==> src/frs_pkg.sv <==
// Package with register map, field layout and constants of the rate/status/queue block
package frs_pkg;
  // ----------------------------------------
  // Register byte addresses (AXI4-Lite)
  // ----------------------------------------
  localparam logic [3:0] FRS_ADDR_CTRL = 4'h0;
  localparam logic [3:0] FRS_ADDR_STATUS = 4'h4;
  localparam logic [3:0] FRS_ADDR_QUEUE = 4'h8;
  localparam logic [3:0] FRS_ADDR_CORE = 4'hC;
  // ----------------------------------------
  // Rate register fields
  // ----------------------------------------
  localparam int FRS_BIT_SWRST = 7;
  localparam int FRS_BIT_SLEEP = 6;
  localparam int FRS_BIT_OSCOFF = 5;
  localparam int FRS_DLY_HI = 4;
  localparam int FRS_DLY_LO = 2;
  localparam int FRS_RATE_HI = 1;
  localparam int FRS_RATE_LO = 0;
  localparam logic [2:0] FRS_DLY_RST = 3'h0;
  localparam logic [1:0] FRS_RATE_RST = 2'h2;
  localparam logic [2:0] FRS_DLY_DEFAULT = 3'h0;
  localparam logic [2:0] FRS_DLY_OFF = 3'h7;
  localparam logic [1:0] FRS_RATE_1M = 2'h3;
  // Shift in 41.67 ns steps for rate-dependent default
  localparam logic [2:0] FRS_STEP_FAST = 3'h1;
  localparam logic [2:0] FRS_STEP_SLOW = 3'h3;
  // ----------------------------------------
  // Core control register fields (offset 0xC)
  // ----------------------------------------
  localparam int FRS_CORE_KEEP = 0;
  localparam int FRS_CORE_POLLED = 1;
  localparam int FRS_CORE_FULLQ = 2;
  localparam int FRS_CORE_START = 3;
  localparam int FRS_CORE_THR_LO = 4;
  localparam int FRS_CORE_THR_HI = 7;
  localparam int FRS_CORE_TRK_LO = 8;
  localparam int FRS_CORE_TRK_HI = 15;
  // ----------------------------------------
  // Status bits and example values
  // ----------------------------------------
  localparam int FRS_ST_PERMIT = 7;
  localparam int FRS_ST_DIR = 6;
  localparam int FRS_ST_POLLED = 5;
  localparam int FRS_ST_BUSY = 4;
  localparam logic [7:0] FRS_ST_IDLE = 8'h80;
  localparam int FRS_QUEUE_DEPTH = 16;
  localparam logic [1:0] FRS_RESP_OKAY = 2'h0;
  localparam logic [1:0] FRS_RESP_SLVERR = 2'h2;
  typedef enum logic [1:0] {
    FRS_PH_IDLE = 2'b00,
    FRS_PH_CMD = 2'b01,
    FRS_PH_EXEC = 2'b11,
    FRS_PH_RES = 2'b10
  } frs_phase_e;
endpackage

==> src/frs_queue_mem.sv <==
// Byte memory of the command/data queue, registered read port
`timescale 1ns/100ps
module frs_queue_mem #(
  parameter int DEPTH = 16,
  parameter int AW = 4
) (
  // Clock
  input wire logic aclk,
  // Write port
  input wire logic wr_en,
  input wire logic [AW-1:0] wr_addr,
  input wire logic [7:0] wr_data,
  // Read port
  input wire logic [AW-1:0] rd_addr,
  output logic [7:0] rd_data_ff
);
  logic [7:0] mem [DEPTH];

  always_ff @(posedge aclk) begin
    if (wr_en) begin
      mem[wr_addr] <= wr_data;
    end
    rd_data_ff <= mem[rd_addr];
  end
endmodule

==> src/frs_regs.sv <==
// Rate/power control, handshake status and command/data queue registers
//
// Implementation choices: the AXI4-Lite register port and the register addresses.
`timescale 1ns/100ps

module frs_regs import frs_pkg::*; #(
  parameter int DEPTH = FRS_QUEUE_DEPTH
) (
  // Clock and reset
  input wire logic aclk,
  input wire logic aresetn,
  // AXI4-Lite write address
  input wire logic [3:0] s_axi_awaddr,
  input wire logic s_axi_awvalid,
  output logic s_axi_awready,
  // AXI4-Lite write data
  input wire logic [31:0] s_axi_wdata,
  input wire logic [3:0] s_axi_wstrb,
  input wire logic s_axi_wvalid,
  output logic s_axi_wready,
  // AXI4-Lite write response
  output logic [1:0] s_axi_bresp,
  output logic s_axi_bvalid,
  input wire logic s_axi_bready,
  // AXI4-Lite read address
  input wire logic [3:0] s_axi_araddr,
  input wire logic s_axi_arvalid,
  output logic s_axi_arready,
  // AXI4-Lite read data
  output logic [31:0] s_axi_rdata,
  output logic [1:0] s_axi_rresp,
  output logic s_axi_rvalid,
  input wire logic s_axi_rready,
  // Controller core side: phase and seek state
  input wire logic core_cmd_accepted,
  input wire logic core_cmd_no_result,
  input wire logic core_exec_start,
  input wire logic core_result_start,
  input wire logic core_result_done,
  input wire logic [1:0] core_unit_seeking,
  // Controller core side: queue access
  input wire logic core_q_push,
  input wire logic [7:0] core_q_wdata,
  input wire logic core_q_pop,
  output logic [7:0] core_q_rdata_ff,
  output logic [4:0] core_q_level_ff,
  // Controller core side: control outputs
  output logic core_reset_ff,
  output logic powered_down_ff,
  output logic oscillator_off_ff,
  output logic [1:0] rate_select_ff,
  output logic [2:0] write_shift_delay_ff,
  output logic [2:0] shift_steps_ff,
  output logic [7:0] write_shift_delay_start_track_ff,
  output logic full_queue_mode_ff,
  output logic [3:0] queue_threshold_ff
);
  localparam int AW = $clog2(DEPTH);

  // ----------------------------------------
  // Bus slave state
  // ----------------------------------------
  logic aw_held_ff, nxt_aw_held;
  logic [3:0] aw_addr_ff, nxt_aw_addr;
  logic w_held_ff, nxt_w_held;
  logic [31:0] w_data_ff, nxt_w_data;
  logic [3:0] w_strb_ff, nxt_w_strb;
  logic bvalid_ff, nxt_bvalid;
  logic [1:0] bresp_ff, nxt_bresp;
  logic rvalid_ff, nxt_rvalid;
  logic [31:0] rdata_ff, nxt_rdata;
  logic [1:0] rresp_ff, nxt_rresp;
  logic rd_pend_ff, nxt_rd_pend;
  logic [3:0] rd_addr_ff, nxt_rd_addr;

  // ----------------------------------------
  // Control and status state
  // ----------------------------------------
  logic osc_off_ff, nxt_osc_off;
  logic [1:0] rate_ff, nxt_rate;
  logic [2:0] dly_ff, nxt_dly;
  logic [2:0] steps_ff, nxt_steps;
  logic swrst_ff, nxt_swrst;
  logic pd_ff, nxt_pd;
  logic keep_ff, nxt_keep;
  logic polled_ff, nxt_polled;
  logic fullq_ff, nxt_fullq;
  logic [3:0] thr_ff, nxt_thr;
  logic [7:0] trk_ff, nxt_trk;
  frs_phase_e phase_ff, nxt_phase;
  logic [1:0] seek_ff, nxt_seek;
  logic [AW-1:0] wp_ff, nxt_wp, rp_ff, nxt_rp;
  logic [4:0] cnt_ff, nxt_cnt;
  logic [7:0] qrd;

  logic wr_go, rd_go, wr_ok, sw_reset, host_push, host_pop, do_push, do_pop;
  logic [7:0] status;

  assign wr_go = aw_held_ff && w_held_ff && !bvalid_ff;
  assign rd_go = s_axi_arvalid && !rd_pend_ff && !rvalid_ff;
  assign wr_ok = wr_go && w_strb_ff[0];

  // Host pushes to or pops the queue only when the status permits it in that direction
  assign host_push = wr_ok && aw_addr_ff == FRS_ADDR_QUEUE && status[FRS_ST_PERMIT]
                     && !status[FRS_ST_DIR] && cnt_ff < 5'(DEPTH);
  assign host_pop = rd_go && s_axi_araddr == FRS_ADDR_QUEUE && status[FRS_ST_PERMIT]
                    && status[FRS_ST_DIR] && cnt_ff != 5'h0;
  assign do_push = (host_push || core_q_push) && cnt_ff < 5'(DEPTH);
  assign do_pop = (host_pop || core_q_pop) && cnt_ff != 5'h0;
  assign sw_reset = swrst_ff;

  // ----------------------------------------
  // Handshake status
  // ----------------------------------------
  always_comb begin
    status = 8'h00;
    status[FRS_ST_BUSY] = phase_ff != FRS_PH_IDLE;
    status[FRS_ST_POLLED] = polled_ff && phase_ff == FRS_PH_EXEC;
    // Port stays open in every phase, so DMA execution reads 90H
    status[FRS_ST_PERMIT] = !pd_ff && !core_reset_ff;
    status[FRS_ST_DIR] = phase_ff == FRS_PH_RES;
    status[1:0] = seek_ff;
  end

  // ----------------------------------------
  // Next-state logic
  // ----------------------------------------
  always_comb begin
    nxt_aw_held = aw_held_ff;
    nxt_aw_addr = aw_addr_ff;
    nxt_w_held = w_held_ff;
    nxt_w_data = w_data_ff;
    nxt_w_strb = w_strb_ff;
    nxt_bvalid = bvalid_ff;
    nxt_bresp = bresp_ff;
    nxt_rvalid = rvalid_ff;
    nxt_rdata = rdata_ff;
    nxt_rresp = rresp_ff;
    nxt_rd_pend = 1'b0;
    nxt_rd_addr = rd_addr_ff;
    nxt_osc_off = osc_off_ff;
    nxt_rate = rate_ff;
    nxt_dly = dly_ff;
    nxt_swrst = 1'b0;
    nxt_pd = pd_ff;
    nxt_keep = keep_ff;
    nxt_polled = polled_ff;
    nxt_fullq = fullq_ff;
    nxt_thr = thr_ff;
    nxt_trk = trk_ff;
    nxt_phase = phase_ff;
    nxt_seek = core_unit_seeking;
    nxt_wp = wp_ff;
    nxt_rp = rp_ff;
    nxt_cnt = cnt_ff;

    if (s_axi_awvalid && !aw_held_ff) begin
      nxt_aw_held = 1'b1;
      nxt_aw_addr = s_axi_awaddr;
    end
    if (s_axi_wvalid && !w_held_ff) begin
      nxt_w_held = 1'b1;
      nxt_w_data = s_axi_wdata;
      nxt_w_strb = s_axi_wstrb;
    end
    if (wr_go) begin
      nxt_aw_held = 1'b0;
      nxt_w_held = 1'b0;
      nxt_bvalid = 1'b1;
      nxt_bresp = (aw_addr_ff == FRS_ADDR_STATUS) ? FRS_RESP_SLVERR : FRS_RESP_OKAY;
    end else if (bvalid_ff && s_axi_bready) begin
      nxt_bvalid = 1'b0;
    end

    // Rate register: all fields of one write act together
    if (wr_ok && aw_addr_ff == FRS_ADDR_CTRL) begin
      nxt_rate = w_data_ff[FRS_RATE_HI:FRS_RATE_LO];
      nxt_dly = w_data_ff[FRS_DLY_HI:FRS_DLY_LO];
      nxt_osc_off = w_data_ff[FRS_BIT_OSCOFF];
      nxt_swrst = w_data_ff[FRS_BIT_SWRST] || w_data_ff[FRS_BIT_SLEEP];
      if (w_data_ff[FRS_BIT_SLEEP]) begin
        nxt_pd = 1'b1;
      end else if (w_data_ff[FRS_BIT_SWRST]) begin
        nxt_pd = 1'b0;
      end
    end
    if (wr_ok && aw_addr_ff == FRS_ADDR_CORE) begin
      nxt_keep = w_data_ff[FRS_CORE_KEEP];
      nxt_polled = w_data_ff[FRS_CORE_POLLED];
      nxt_fullq = w_data_ff[FRS_CORE_FULLQ];
      nxt_thr = w_data_ff[FRS_CORE_THR_HI:FRS_CORE_THR_LO];
      // Powerdown is left only through a reset, never by a config write
      nxt_trk = w_data_ff[FRS_CORE_TRK_HI:FRS_CORE_TRK_LO];
    end

    // Read channel: queue data appear one cycle after the pop
    if (rd_go) begin
      nxt_rd_pend = 1'b1;
      nxt_rd_addr = s_axi_araddr;
    end
    if (rd_pend_ff) begin
      nxt_rvalid = 1'b1;
      nxt_rresp = FRS_RESP_OKAY;
      case (rd_addr_ff)
        FRS_ADDR_CTRL: nxt_rdata = 32'h0000_0000;
        FRS_ADDR_STATUS: nxt_rdata = {24'h000000, status};
        FRS_ADDR_QUEUE: nxt_rdata = {24'h000000, qrd};
        FRS_ADDR_CORE: nxt_rdata = {16'h0000, trk_ff, thr_ff, 1'b0, fullq_ff, polled_ff, keep_ff};
        default: begin
          nxt_rdata = 32'h0000_0000;
          nxt_rresp = FRS_RESP_SLVERR;
        end
      endcase
    end else if (rvalid_ff && s_axi_rready) begin
      nxt_rvalid = 1'b0;
    end

    // Command phase tracking
    case (phase_ff)
      FRS_PH_IDLE: if (core_cmd_accepted) nxt_phase = FRS_PH_CMD;
      FRS_PH_CMD: begin
        if (core_cmd_no_result) begin
          nxt_phase = FRS_PH_IDLE;
        end else if (core_exec_start) begin
          nxt_phase = FRS_PH_EXEC;
        end else if (core_result_start) begin
          nxt_phase = FRS_PH_RES;
        end
      end
      FRS_PH_EXEC: if (core_result_start) nxt_phase = FRS_PH_RES;
      FRS_PH_RES: if (core_result_done) nxt_phase = FRS_PH_IDLE;
      default: nxt_phase = FRS_PH_IDLE;
    endcase

    // Queue pointers
    if (do_push) begin
      nxt_wp = wp_ff + AW'(1);
    end
    if (do_pop) begin
      nxt_rp = rp_ff + AW'(1);
    end
    nxt_cnt = cnt_ff + 5'(do_push) - 5'(do_pop);

    // Software reset idles the phase and, unless keep is set, clears queue, full-queue mode and threshold; rate, delay and oscillator bits stay
    if (sw_reset) begin
      nxt_phase = FRS_PH_IDLE;
      if (!keep_ff) begin
        nxt_fullq = 1'b0;
        nxt_thr = 4'h0;
        nxt_wp = '0;
        nxt_rp = '0;
        nxt_cnt = 5'h0;
      end
    end
  end

  // ----------------------------------------
  // Derived precompensation shift
  // ----------------------------------------
  always_comb begin
    if (dly_ff == FRS_DLY_OFF) begin
      nxt_steps = 3'h0;
    end else if (dly_ff == FRS_DLY_DEFAULT) begin
      nxt_steps = (rate_ff == FRS_RATE_1M) ? FRS_STEP_FAST : FRS_STEP_SLOW;
    end else begin
      nxt_steps = dly_ff;
    end
  end

  // ----------------------------------------
  // Registers
  // ----------------------------------------
  always_ff @(posedge aclk) begin
    if (!aresetn) begin
      aw_held_ff <= 1'b0;
      aw_addr_ff <= 4'h0;
      w_held_ff <= 1'b0;
      w_data_ff <= 32'h0000_0000;
      w_strb_ff <= 4'h0;
      bvalid_ff <= 1'b0;
      bresp_ff <= FRS_RESP_OKAY;
      rvalid_ff <= 1'b0;
      rdata_ff <= 32'h0000_0000;
      rresp_ff <= FRS_RESP_OKAY;
      rd_pend_ff <= 1'b0;
      rd_addr_ff <= 4'h0;
      osc_off_ff <= 1'b0;
      rate_ff <= FRS_RATE_RST;
      dly_ff <= FRS_DLY_RST;
      steps_ff <= FRS_STEP_SLOW;
      swrst_ff <= 1'b0;
      pd_ff <= 1'b0;
      keep_ff <= 1'b0;
      polled_ff <= 1'b0;
      fullq_ff <= 1'b0;
      thr_ff <= 4'h0;
      trk_ff <= 8'h00;
      phase_ff <= FRS_PH_IDLE;
      seek_ff <= 2'h0;
      wp_ff <= '0;
      rp_ff <= '0;
      cnt_ff <= 5'h0;
    end else begin
      aw_held_ff <= nxt_aw_held;
      aw_addr_ff <= nxt_aw_addr;
      w_held_ff <= nxt_w_held;
      w_data_ff <= nxt_w_data;
      w_strb_ff <= nxt_w_strb;
      bvalid_ff <= nxt_bvalid;
      bresp_ff <= nxt_bresp;
      rvalid_ff <= nxt_rvalid;
      rdata_ff <= nxt_rdata;
      rresp_ff <= nxt_rresp;
      rd_pend_ff <= nxt_rd_pend;
      rd_addr_ff <= nxt_rd_addr;
      osc_off_ff <= nxt_osc_off;
      rate_ff <= nxt_rate;
      dly_ff <= nxt_dly;
      steps_ff <= nxt_steps;
      swrst_ff <= nxt_swrst;
      pd_ff <= nxt_pd;
      keep_ff <= nxt_keep;
      polled_ff <= nxt_polled;
      fullq_ff <= nxt_fullq;
      thr_ff <= nxt_thr;
      trk_ff <= nxt_trk;
      phase_ff <= nxt_phase;
      seek_ff <= nxt_seek;
      wp_ff <= nxt_wp;
      rp_ff <= nxt_rp;
      cnt_ff <= nxt_cnt;
    end
  end

  // Pop reads the head address; memory returns it one cycle later
  frs_queue_mem #(.DEPTH(DEPTH), .AW(AW)) u_mem (
    .aclk(aclk),
    .wr_en(do_push),
    .wr_addr(wp_ff),
    .wr_data(host_push ? w_data_ff[7:0] : core_q_wdata),
    .rd_addr(rp_ff),
    .rd_data_ff(qrd)
  );

  // ----------------------------------------
  // Outputs
  // ----------------------------------------
  always_ff @(posedge aclk) begin
    if (!aresetn) begin
      core_q_rdata_ff <= 8'h00;
      core_q_level_ff <= 5'h0;
      core_reset_ff <= 1'b0;
      powered_down_ff <= 1'b0;
      oscillator_off_ff <= 1'b0;
      rate_select_ff <= FRS_RATE_RST;
      write_shift_delay_ff <= FRS_DLY_RST;
      shift_steps_ff <= FRS_STEP_SLOW;
      write_shift_delay_start_track_ff <= 8'h00;
      full_queue_mode_ff <= 1'b0;
      queue_threshold_ff <= 4'h0;
    end else begin
      core_q_rdata_ff <= qrd;
      core_q_level_ff <= cnt_ff;
      core_reset_ff <= sw_reset;
      powered_down_ff <= pd_ff;
      oscillator_off_ff <= osc_off_ff;
      rate_select_ff <= rate_ff;
      write_shift_delay_ff <= dly_ff;
      shift_steps_ff <= steps_ff;
      write_shift_delay_start_track_ff <= trk_ff;
      full_queue_mode_ff <= fullq_ff;
      queue_threshold_ff <= thr_ff;
    end
  end

  assign s_axi_awready = !aw_held_ff;
  assign s_axi_wready = !w_held_ff;
  assign s_axi_bvalid = bvalid_ff;
  assign s_axi_bresp = bresp_ff;
  assign s_axi_arready = !rd_pend_ff && !rvalid_ff;
  assign s_axi_rvalid = rvalid_ff;
  assign s_axi_rdata = rdata_ff;
  assign s_axi_rresp = rresp_ff;
endmodule

==> config.mk <==
export PLATFORM = sky130hd
export DESIGN_NAME = frs_regs
export DESIGN_NICKNAME = d
export VERILOG_FILES = /design/src/frs_pkg.sv /design/src/frs_queue_mem.sv /design/src/frs_regs.sv
export SDC_FILE = /design/constraint.sdc
export NUM_CORES = 1
export LEC_CHECK = 0
export ABC_AREA = 1
export BUFFER_PORTS_ARGS = -buffer_cell sky130_fd_sc_hd__buf_2
export CAP_MARGIN = 20
export CORE_MARGIN = 3
export CORE_UTILIZATION = 45
export DETAILED_ROUTE_END_ITERATION = 7
export GPL_ROUTABILITY_DRIVEN = 0
export HOLD_SLACK_MARGIN = 0.1
export PLACE_DENSITY_LB_ADDON = 0.15
export SLEW_MARGIN = 20
export SYNTH_ARGS = -nofsm -noshare
export SYNTH_HDL_FRONTEND = slang
export SYNTH_SLANG_ARGS = --single-unit
==> constraint.sdc <==
create_clock -name aclk -period 3.8 [get_ports aclk]
set_clock_uncertainty 0.05 [all_clocks]
set_input_delay 0.57 -clock aclk [delete_from_list [all_inputs] [get_ports aclk]]
set_output_delay 0.57 -clock aclk [all_outputs]
set_load 0.02 [all_outputs]
# Word level (Yosys, flattened, before mapping)
# Memory sizes are Yosys's and may differ from the RTL's. A register that Yosys moved wholly into a read port is not among the register bits.
# Cells that the tools add are included.
[word_totals]
reg_bits = 146
latch_bits = 0
ramBits = 128
rom_bits = 0
in_bits = 68
out_inout_bits = 78
wordCells = 148
mem_count = 1
[memory_table]
columns = ["memory", "depth", "width", "read_ports", "rd_ports_with_merged_regs", "wr", "line_no", "source"]
rows = [
  ["u_mem.mem", 16, 8, 1, 1, 1, "frs_queue_mem.sv:17", "logic [7:0] mem [DEPTH];"],
]
[classes]
n_addsub = 4
mul = 0
n_div = 0
magnitude_cmp = 1
eq_ne = 14
shift = 0
mux = 36
bitwise_logic = 1
n_reduce_logical = 51
[op_table]
columns = ["operator", "count"]
rows = [
  ["$pmux W16 S3", 1],
  ["$mux W4", 9],
  ["$logic_and A1 B1 Y1", 24],
  ["$eq A4 B4 Y1 const B", 5],
  ["$mux W2", 9],
  ["$mux W1", 12],
  ["$mux W5", 2],
  ["$add A4 B1 Y4 const B", 2],
  ["$eq A4 B3 Y1 const B", 2],
  ["$logic_not A1 Y1", 8],
  ["$logic_not A4 Y1", 2],
  ["$mux W8", 1],
  ["$pmux W2 S4", 1],
  ["$reduce_bool A2 Y1", 4],
  ["$eq A2 B2 Y1 const B", 3],
  ["$reduce_and A2 Y1", 3],
  ["$reduce_or A2 Y1", 3],
  ["$add A5 B1 Y5", 1],
  ["$lt A5 B5 Y1 const B", 1],
  ["$reduce_bool A5 Y1", 1],
  ["$sub A5 B1 Y5", 1],
  ["$ne A2 B2 Y1 const B", 2],
  ["$reduce_or A4 Y1", 1],
  ["$eq A3 B3 Y1 const B", 1],
  ["other kinds (6)", 8],
]

# Logic depth before layout (Yosys ltp)
# Gate-level depths: netlist of run 1.
[depth]
word_depth = 13
mapped_depth = 18
depth_no_buf = 18

# Hierarchy
# From an unflattened synthesis of run 1, not the netlist that was laid out.
[hier_totals]
cells_unflattened = 1207
hier_area_um2 = 10840.4
[modules_own_cells]
columns = ["module", "instances", "cells_each", "area_per_inst_um2", "seq_area_each_um2"]
rows = [
  ["frs_queue_mem", 1, 551, 5766.8, 4003.8],
  ["frs_regs", 1, 656, 5073.6, 2562.5],
]

# Least setup slack after synthesis of run 1
# No wires, ideal clock.
[synth_path]
path_type = "reg-to-reg"
start = "reg rvalid_ff, in the netlist s_axi_rvalid"
end = "reg cnt_ff[4]"
t_arrival_ps = 2530
required_ps = 3680
path_slack_ps = 1150
path_stages_with_launch = 18
path_buffers = 0
period_less_slack_ps = 2650
path_cell_list = "dfxtp_1 > nor2_2 > nand2_2 > nor2_1 > nand2_1 > nand2_1 > nand2_1 > inv_1 > ha_1 > inv_1 > ha_1 > inv_1 > fa_1 > inv_1 > a21oi_1 > o21bai_1 > o21ai_0 > a21oi_1"
[synth_between]
elab_chain_len = 11
[synth_rtl]
columns = ["item", "line_no", "source"]
rows = [
  ["start, declared", "frs_regs.sv:70", "logic rvalid_ff, nxt_rvalid;"],
  ["start signal, assigned", "frs_regs.sv:311", "rvalid_ff <= nxt_rvalid;"],
  ["$logic_not A1 Y1 *", "frs_regs.sv:100", "assign rd_go = s_axi_arvalid && !rd_pend_ff && !rvalid_ff;"],
  ["$logic_and A1 B1 Y1 *", "frs_regs.sv:100", ""],
  ["$logic_and A1 B1 Y1 * (2 in a row)", "frs_regs.sv:106", "assign host_pop = rd_go && s_axi_araddr == FRS_ADDR_QUEUE && status[FRS_ST_PERMIT]"],
  ["$logic_and A1 B1 Y1 * (2 in a row)", "frs_regs.sv:107", "&& status[FRS_ST_DIR] && cnt_ff != 5'h0;"],
  ["$logic_or A1 B1 Y1 *", "frs_regs.sv:109", "assign do_pop = (host_pop || core_q_pop) && cnt_ff != 5'h0;"],
  ["$logic_and A1 B1 Y1 *", "frs_regs.sv:109", ""],
  ["$sub A5 B1 Y5 *", "frs_regs.sv:242", "nxt_cnt = cnt_ff + 5'(do_push) - 5'(do_pop);"],
  ["$mux W5", "frs_regs.sv:247", "if (!keep_ff) begin"],
  ["$mux W5 *", "frs_regs.sv:245", "if (sw_reset) begin"],
  ["end signal, assigned", "frs_regs.sv:331", "cnt_ff <= nxt_cnt;"],
  ["end, declared", "frs_regs.sv:93", "logic [4:0] cnt_ff, nxt_cnt;"],
]
# Mark *: on every way between the ends. The rest lies on a longest branch, timed or not.
# A chain may end at the register's enable or synchronous reset.

# Worst setup path after layout of run 1
[layout_path]
start = "reg pd_ff"
end = "reg cnt_ff[4]"
[layout_between]
elab_chain_len = 11
word_cells_on_any_way = 16
classes_between = "add/sub (2); mux (2); reduce/logical (12)"
[layout_rtl]
columns = ["item", "line_no", "source"]
rows = [
  ["start, declared", "frs_regs.sv:84", "logic pd_ff, nxt_pd;"],
  ["start signal, assigned", "frs_regs.sv:321", "pd_ff <= nxt_pd;"],
  ["$logic_not A1 Y1 *", "frs_regs.sv:120", "status[FRS_ST_PERMIT] = !pd_ff && !core_reset_ff;"],
  ["$logic_and A1 B1 Y1 *", "frs_regs.sv:120", ""],
  ["$logic_and A1 B1 Y1", "frs_regs.sv:104", "assign host_push = wr_ok && aw_addr_ff == FRS_ADDR_QUEUE && status[FRS_ST_PERMIT]"],
  ["$logic_and A1 B1 Y1 (2 in a row)", "frs_regs.sv:105", "&& !status[FRS_ST_DIR] && cnt_ff < 5'(DEPTH);"],
  ["$logic_or A1 B1 Y1", "frs_regs.sv:108", "assign do_push = (host_push || core_q_push) && cnt_ff < 5'(DEPTH);"],
  ["$logic_and A1 B1 Y1", "frs_regs.sv:108", ""],
  ["$add A5 B1 Y5", "frs_regs.sv:242", ""],
  ["$sub A5 B1 Y5 *", "frs_regs.sv:242", ""],
  ["$mux W5", "frs_regs.sv:247", ""],
  ["$mux W5 *", "frs_regs.sv:245", ""],
]
# Marks and branches as above.

==> results of run 1 <==
==> critical path, delay by kind of cell (launching register included) <==
kind | cells | cell delay [ps]
compound gates | 4 | 460
fa+ha+maj | 3 | 850
buf+inv | 3 | 170
flops | 1 | 300
simple gates | 5 | 1000
==> through the flow <==
step	std cells	area, um2
finish	1473	12000
global placement	1421	11000
detailed placement	1421	11000
global route	1473	12000
CTS	1473	12000
floorplan	1077	10300
==> how the worst min path moves through the flow <==
stage | from | endpoint | slack (ps) | cells past startpoint
5_1_grt | core_unit_seeking[1] | seek_ff[1] | 190 | 3
4_1_cts | s_axi_rready | s_axi_rvalid | 160 | 2
3_3_place_gp | steps_ff[1] | shift_steps_ff[1] | 350 | 1
3_5_place_dp | steps_ff[0] | shift_steps_ff[0] | 350 | 1
6_report | s_axi_rready | s_axi_rvalid | 180 | 2
2_1_floorplan | steps_ff[2] | shift_steps_ff[2] | 340 | 2
==> routing by layer <==
| layer | up-vias | wire length, um |
|---|---|---|
| li1 | 3689 | - |
| met1 | 3443 | 11100 |
| met2 | 165 | 11100 |
| met3 | 44 | 1060 |
| met4 | 0 | 646 |
| met5 | - | 0 |
==> cell type report <==
cell class                 instances  share of cell area (%)
inverter                         119                    3.73
clock buffer                      39                    6.80
sequential                       264                    54.9
timing repair buffer             125                    5.58
clock inverter                    13                   0.899
multi-input combinational        633                    25.2
tap                              280                    2.93
==> registers in the layout, summed over array words and instances, names as in the netlist, 3 cells and up <==
signal and flops:
w_data_ff 16, core_q_level_ff 5, core_q_rdata_ff 8, u_mem.rd_data_ff 8, wp_ff 4, rd_addr_ff 4, shift_steps_ff 3, thr_ff 4
aw_addr_ff 4, rp_ff 4, s_axi_rdata 16, trk_ff 8, write_shift_delay_start_track_ff 8, write_shift_delay_ff 3, u_mem.mem 128, cnt_ff 5
queue_threshold_ff 4, steps_ff 3, dly_ff 3
==> cells in the final DEF (no fill, tap or decap), types with 5 or more instances in the layout <==
cell type / n
o211ai_1: 17
ha_1: 11
nand4_1: 17
inv_1: 113
buf_2: 108
buf_4: 17
edfxtp_1: 128
clkbuf_16: 30
nand2_1: 181
conb_1: 18
nor2_2: 5
clkinv_1: 8
nand3_1: 57
nand2_2: 5
clkbuf_1: 6
dfxtp_1: 135
o21ai_0: 95
nor2_1: 139
a21oi_1: 62
==> report_power, final <==
part,switching [W],internal [W]
Sequential,0.000158,0.00321
Clock,0.00107,0.00162
Combinational,0.000904,0.000416
==> kinds of logic (layout without fill, tap and decap cells) <==
family | after synthesis | count (layout) | share of synthesized area [%]
AOI/OAI and AO/OA | 182 | 182 | 9.54
xor gates and xnor gates | 6 | 6 | 0.512
adders and majority gates | 12 | 12 | 1.53
buffers and inverters | 180 | 296 | 7.36
DFF | 264 | 264 | 63.9
other | 1 | 18 | 0.0365
and+or+nand+nor | 415 | 415 | 17.1
==> flow_summary.ini, run 1 <==
[timing]
min_period_over_period_pct = 76.6
worst_pin_slew_ps = 1110
rsz0062_at_grt = no
period_needed_ps = 2910
worst_slack_ps = 888
hold_viol_final = 0
finalMaxSlewViolations = 0
setup_tns_ps = 0
fmax_ghz = 0.343
slew_headroom_pct = 25.9
finalHoldWorstSlack_ps = 179
finalSetupViolations = 0

[grt]
grt_max_degree = 94
grt_pass1_vias = 6896
overflow = 0
grt_use_met3_pct = 2.91
grt_use_met1_pct = 26.6
globalRoute.busiestLayer = met2
grt_first_pass_wirelength_um = 36700
antenna_found_initial = 0
gr-usage-all-layers_pct = 19.0
met2_usage_pct = 30.2

[drt]
drc_errors = 0
drt-initial-drc-count = 460
wirelength_um = 23900
ant_nets = 0
firstDrtPassIters = 5
via_per_inst = 4.98
drt-wirelength-per-cell_um = 16.2
num_vias = 7341

[yosys]
synthTopCellsByArea = edfxtp_1, dfxtp_1, nand2_1, nor2_1, o21ai_0
ys_ff_latch = 264
synth_top_area_share_pct = 37.4
synth_common_cells = nand2_1, nor2_1, dfxtp_1
yosysMostFrequentCell = nand2_1
synth-main-ff-cell = dfxtp_1
async_flop_share_pct = 0
yosysWarnings = 0
synth_top_cell_by_area = edfxtp_1
syn_inst = 1060
syn_area_per_cell_um2 = 9.69
ys_types = 37
synth_enable_flop_cells = 128
yosysSeqAreaShare_pct = 63.9
syn_area_um2 = 10300

[layout]
nets = 1251
fillers = 1991
area_growth_pct = 16.5
seq_area_um2 = 6570
multi_input_area_um2 = 3020
drive_above_1_share_pct = 15.8
antenna_cells = 0
final_core_util_pct = 54.2

[place]
preCtsSetupSlack_ps = 822
io_buffers = 108
place_hpwl_um = 15600

[power]
p_per_area_nw_per_um2 = 616
power_leakage_nw = 5.17
finalPower_w = 0.00737
ir_drop_v = 0.000434

[cts]
clkLatencyLatePin_ps = 530
cts_root_buf = clkbuf_16
postCtsResizedCells = 0
cts_buffer_depth = 3
cts_hold_buf = 0
cts_tree = yes
ctsHtreeMaxLevel = 1
post-cts-setup-buffers = 0
cts_sinks = 264
clkSlewWorstSetupHoldPaths_ps = 60
cts_made_buffers = 28

[worst_setup_path]
cp.arrival_ps = 3320
cp_max_fo = 18
r2r-end = cnt_ff[4]
setup.worst_path.start = pd_ff
r2r_start = pd_ff
required_ps = 4210
path_class = register to register
slowest_stage = fa_1
reg2reg_depth = 15
cp-start-kind = register
r2r_slack_ps = 890
slowest_delay_ps = 400
cp-endpoint = cnt_ff[4]
cp_common_cell = inv_1
endpoint_kind = register
crit_path_cell_trace = nor2_1 -> and2_1 -> nand3_4 -> nand2_2 -> nand2_1 -> ha_1 -> inv_1 -> ha_1 -> inv_1 -> fa_1 -> inv_1 -> a21oi_1 -> o21bai_1 -> o21ai_0 -> a21oi_1

[hold_path]
hold_class = input port to register

[floorplanning]
die_area_um2 = 24700
die_h_um = 157
core.rowCount = 54
fp.coreArea_um2 = 22100
num_io_pins = 146
die_w_um = 157
start_util_pct = 46.5

[flow_run]
max_cap_viol_count = 0

[run_status]
status = finished, final reports clean
No activity file was read; power rests on OpenSTA's default activity.
==> inputs of run 2 (changes only) <==
==> constraint.sdc (replaced) <==
create_clock -name aclk -period 2.53 [get_ports aclk]
set_clock_uncertainty 0.05 [all_clocks]
set_input_delay 0.3795 -clock aclk [delete_from_list [all_inputs] [get_ports aclk]]
set_output_delay 0.3795 -clock aclk [all_outputs]
set_load 0.02 [all_outputs]
==> flow_summary.ini, run 2 (synthesis gave the netlist of run 1 again) <==
[drt]
wl_met1_um = 11600
via_per_inst = 4.92
firstDrtPassIters = 5
drt-wirelength-per-cell_um = 16.1
route.met3.wl_um = 1200
wirelength_um = 24700
drc_errors = 0
highest_layer = met4
ant_nets = 0
wl_met2_um = 11600
num_vias = 7552
drt-initial-drc-count = 600

[timing]
finalMaxSlewViolations = 0
finalHoldWorstSlack_ps = 120
hold_viol_final = 0
fmax_ghz = 0.424
finalSetupViolations = 0
rsz0062_at_grt = yes
setup_tns_ps = 0
slew_headroom_pct = 54.9
period_needed_ps = 2360
min_period_over_period_pct = 93.3
worst_pin_slew_ps = 676

[place]
postPlaceCellArea_um2 = 11400
place_hpwl_um = 16300
io_buffers = 108

[layout]
final_core_util_pct = 56.7
area_growth_pct = 22.0
antenna_cells = 0
final_cell_area_um2 = 12500
mostFrequentLayoutCells = nand2_1, nor2_1, dfxtp_1
drive_above_1_share_pct = 19.6
nets = 1316
largest_reg_flops = 128
layout_commonest_cell = nand2_1
regMostFlops = u_mem.mem

[worst_setup_path]
crit_buf_inv = 6
cp.arrival_ps = 2710
cp_top_family = adder cells
cp_common_cell = inv_2
crit_path_cell_trace = inv_2 -> nor2_4 -> nand2_1 -> nor2_2 -> nand2_2 -> nand2_2 -> nand2_2 -> inv_2 -> ha_4 -> inv_2 -> ha_4 -> inv_2 -> fa_2 -> buf_4 -> buf_4 -> xor2_1 -> nor2_1
cp_max_fo = 3
cp-start-kind = register
slowest_stage = fa_2
path_class = register to register
endpoint_kind = register
required_ps = 2880
slowest_delay_ps = 360

[floorplanning]
start_util_pct = 46.5
die_h_um = 157
fp.coreArea_um2 = 22100
core.rowCount = 54
die_area_um2 = 24700
die_w_um = 157
num_io_pins = 146

[cts]
clkSlewWorstSetupHoldPaths_ps = 60
ctsHtreeMaxLevel = 1
cts_buffer_depth = 3
cts_tree = yes
cts_root_buf = clkbuf_16
cts_sinks = 264
clkLatencyLatePin_ps = 520
cts_made_buffers = 27

[grt]
gr-usage-all-layers_pct = 19.6
grt_max_degree = 94
grt_first_pass_wirelength_um = 37800
grt_pass1_vias = 6886
antenna_found_initial = 0
overflow = 0

[power]
power_leakage_nw = 5.45
finalPower_w = 0.0110
p_per_area_nw_per_um2 = 875
ir_drop_v = 0.000488

[flow_run]
max_cap_viol_count = 0

[hold_path]
hold_class = input port to register

[run_status]
status = finished, final reports clean
==> run 2: per-stage QoR <==
stage	std cells	setup slack [ps]
2_1_floorplan	1077	2.51
3_3_place_gp	1458	-8.95
3_5_place_dp	1458	-68.5
4_1_cts	1532	15.7
5_1_grt	1535	-72.5
6_report	1535	171
==> run 2: power by group <==
part | switching (W) | internal (W)
Clock | 0.00154 | 0.00209
Sequential | 0.000228 | 0.00482
Combinational | 0.00149 | 0.000805
Total | 0.00325 | 0.00771
==> run 2: final cells by class <==
cell class	instances	area (um2)
repair buffers	191	1270
inverters	119	447
clock inverters	7	36.3
clock buffers	41	772
flip-flops and latches	264	6570
well taps	280	350
multi-input cells	633	3090
fillers	1946	9560
==> run 2: final timing paths <==
kind,start,to,slack [ps],depth (start not counted)
setup reg to reg,phase_ff[1],cnt_ff[2],170,17
setup / recovery,phase_ff[1],cnt_ff[2],170,17
hold reg to reg,steps_ff[2],shift_steps_ff[2],360,2
hold / removal,s_axi_awaddr[2],aw_addr_ff[2],120,3
==> run 2: layer usage <==
layer,global-route usage (%),vias up
li1,-,3823
met1,28.7,3522
met2,31.2,179
met3,2.69,28
met4,4.21,0
met5,0,-
==> run 2: what timing repair did <==
action,4_1_cts,5_1_grt
resized for setup,4,19
pin swaps,1,8
setup buffers,0,4
cloned,0,0
hold buffers,26,0
setup endpoints to repair,1,2
endpoints found under the hold margin,26,0
==> run 2: tightest hold or removal path: cells and delay by family <==
kind | cells | cell delay (ps)
compound gates | 2 | 200
buf+inv | 1 | 70
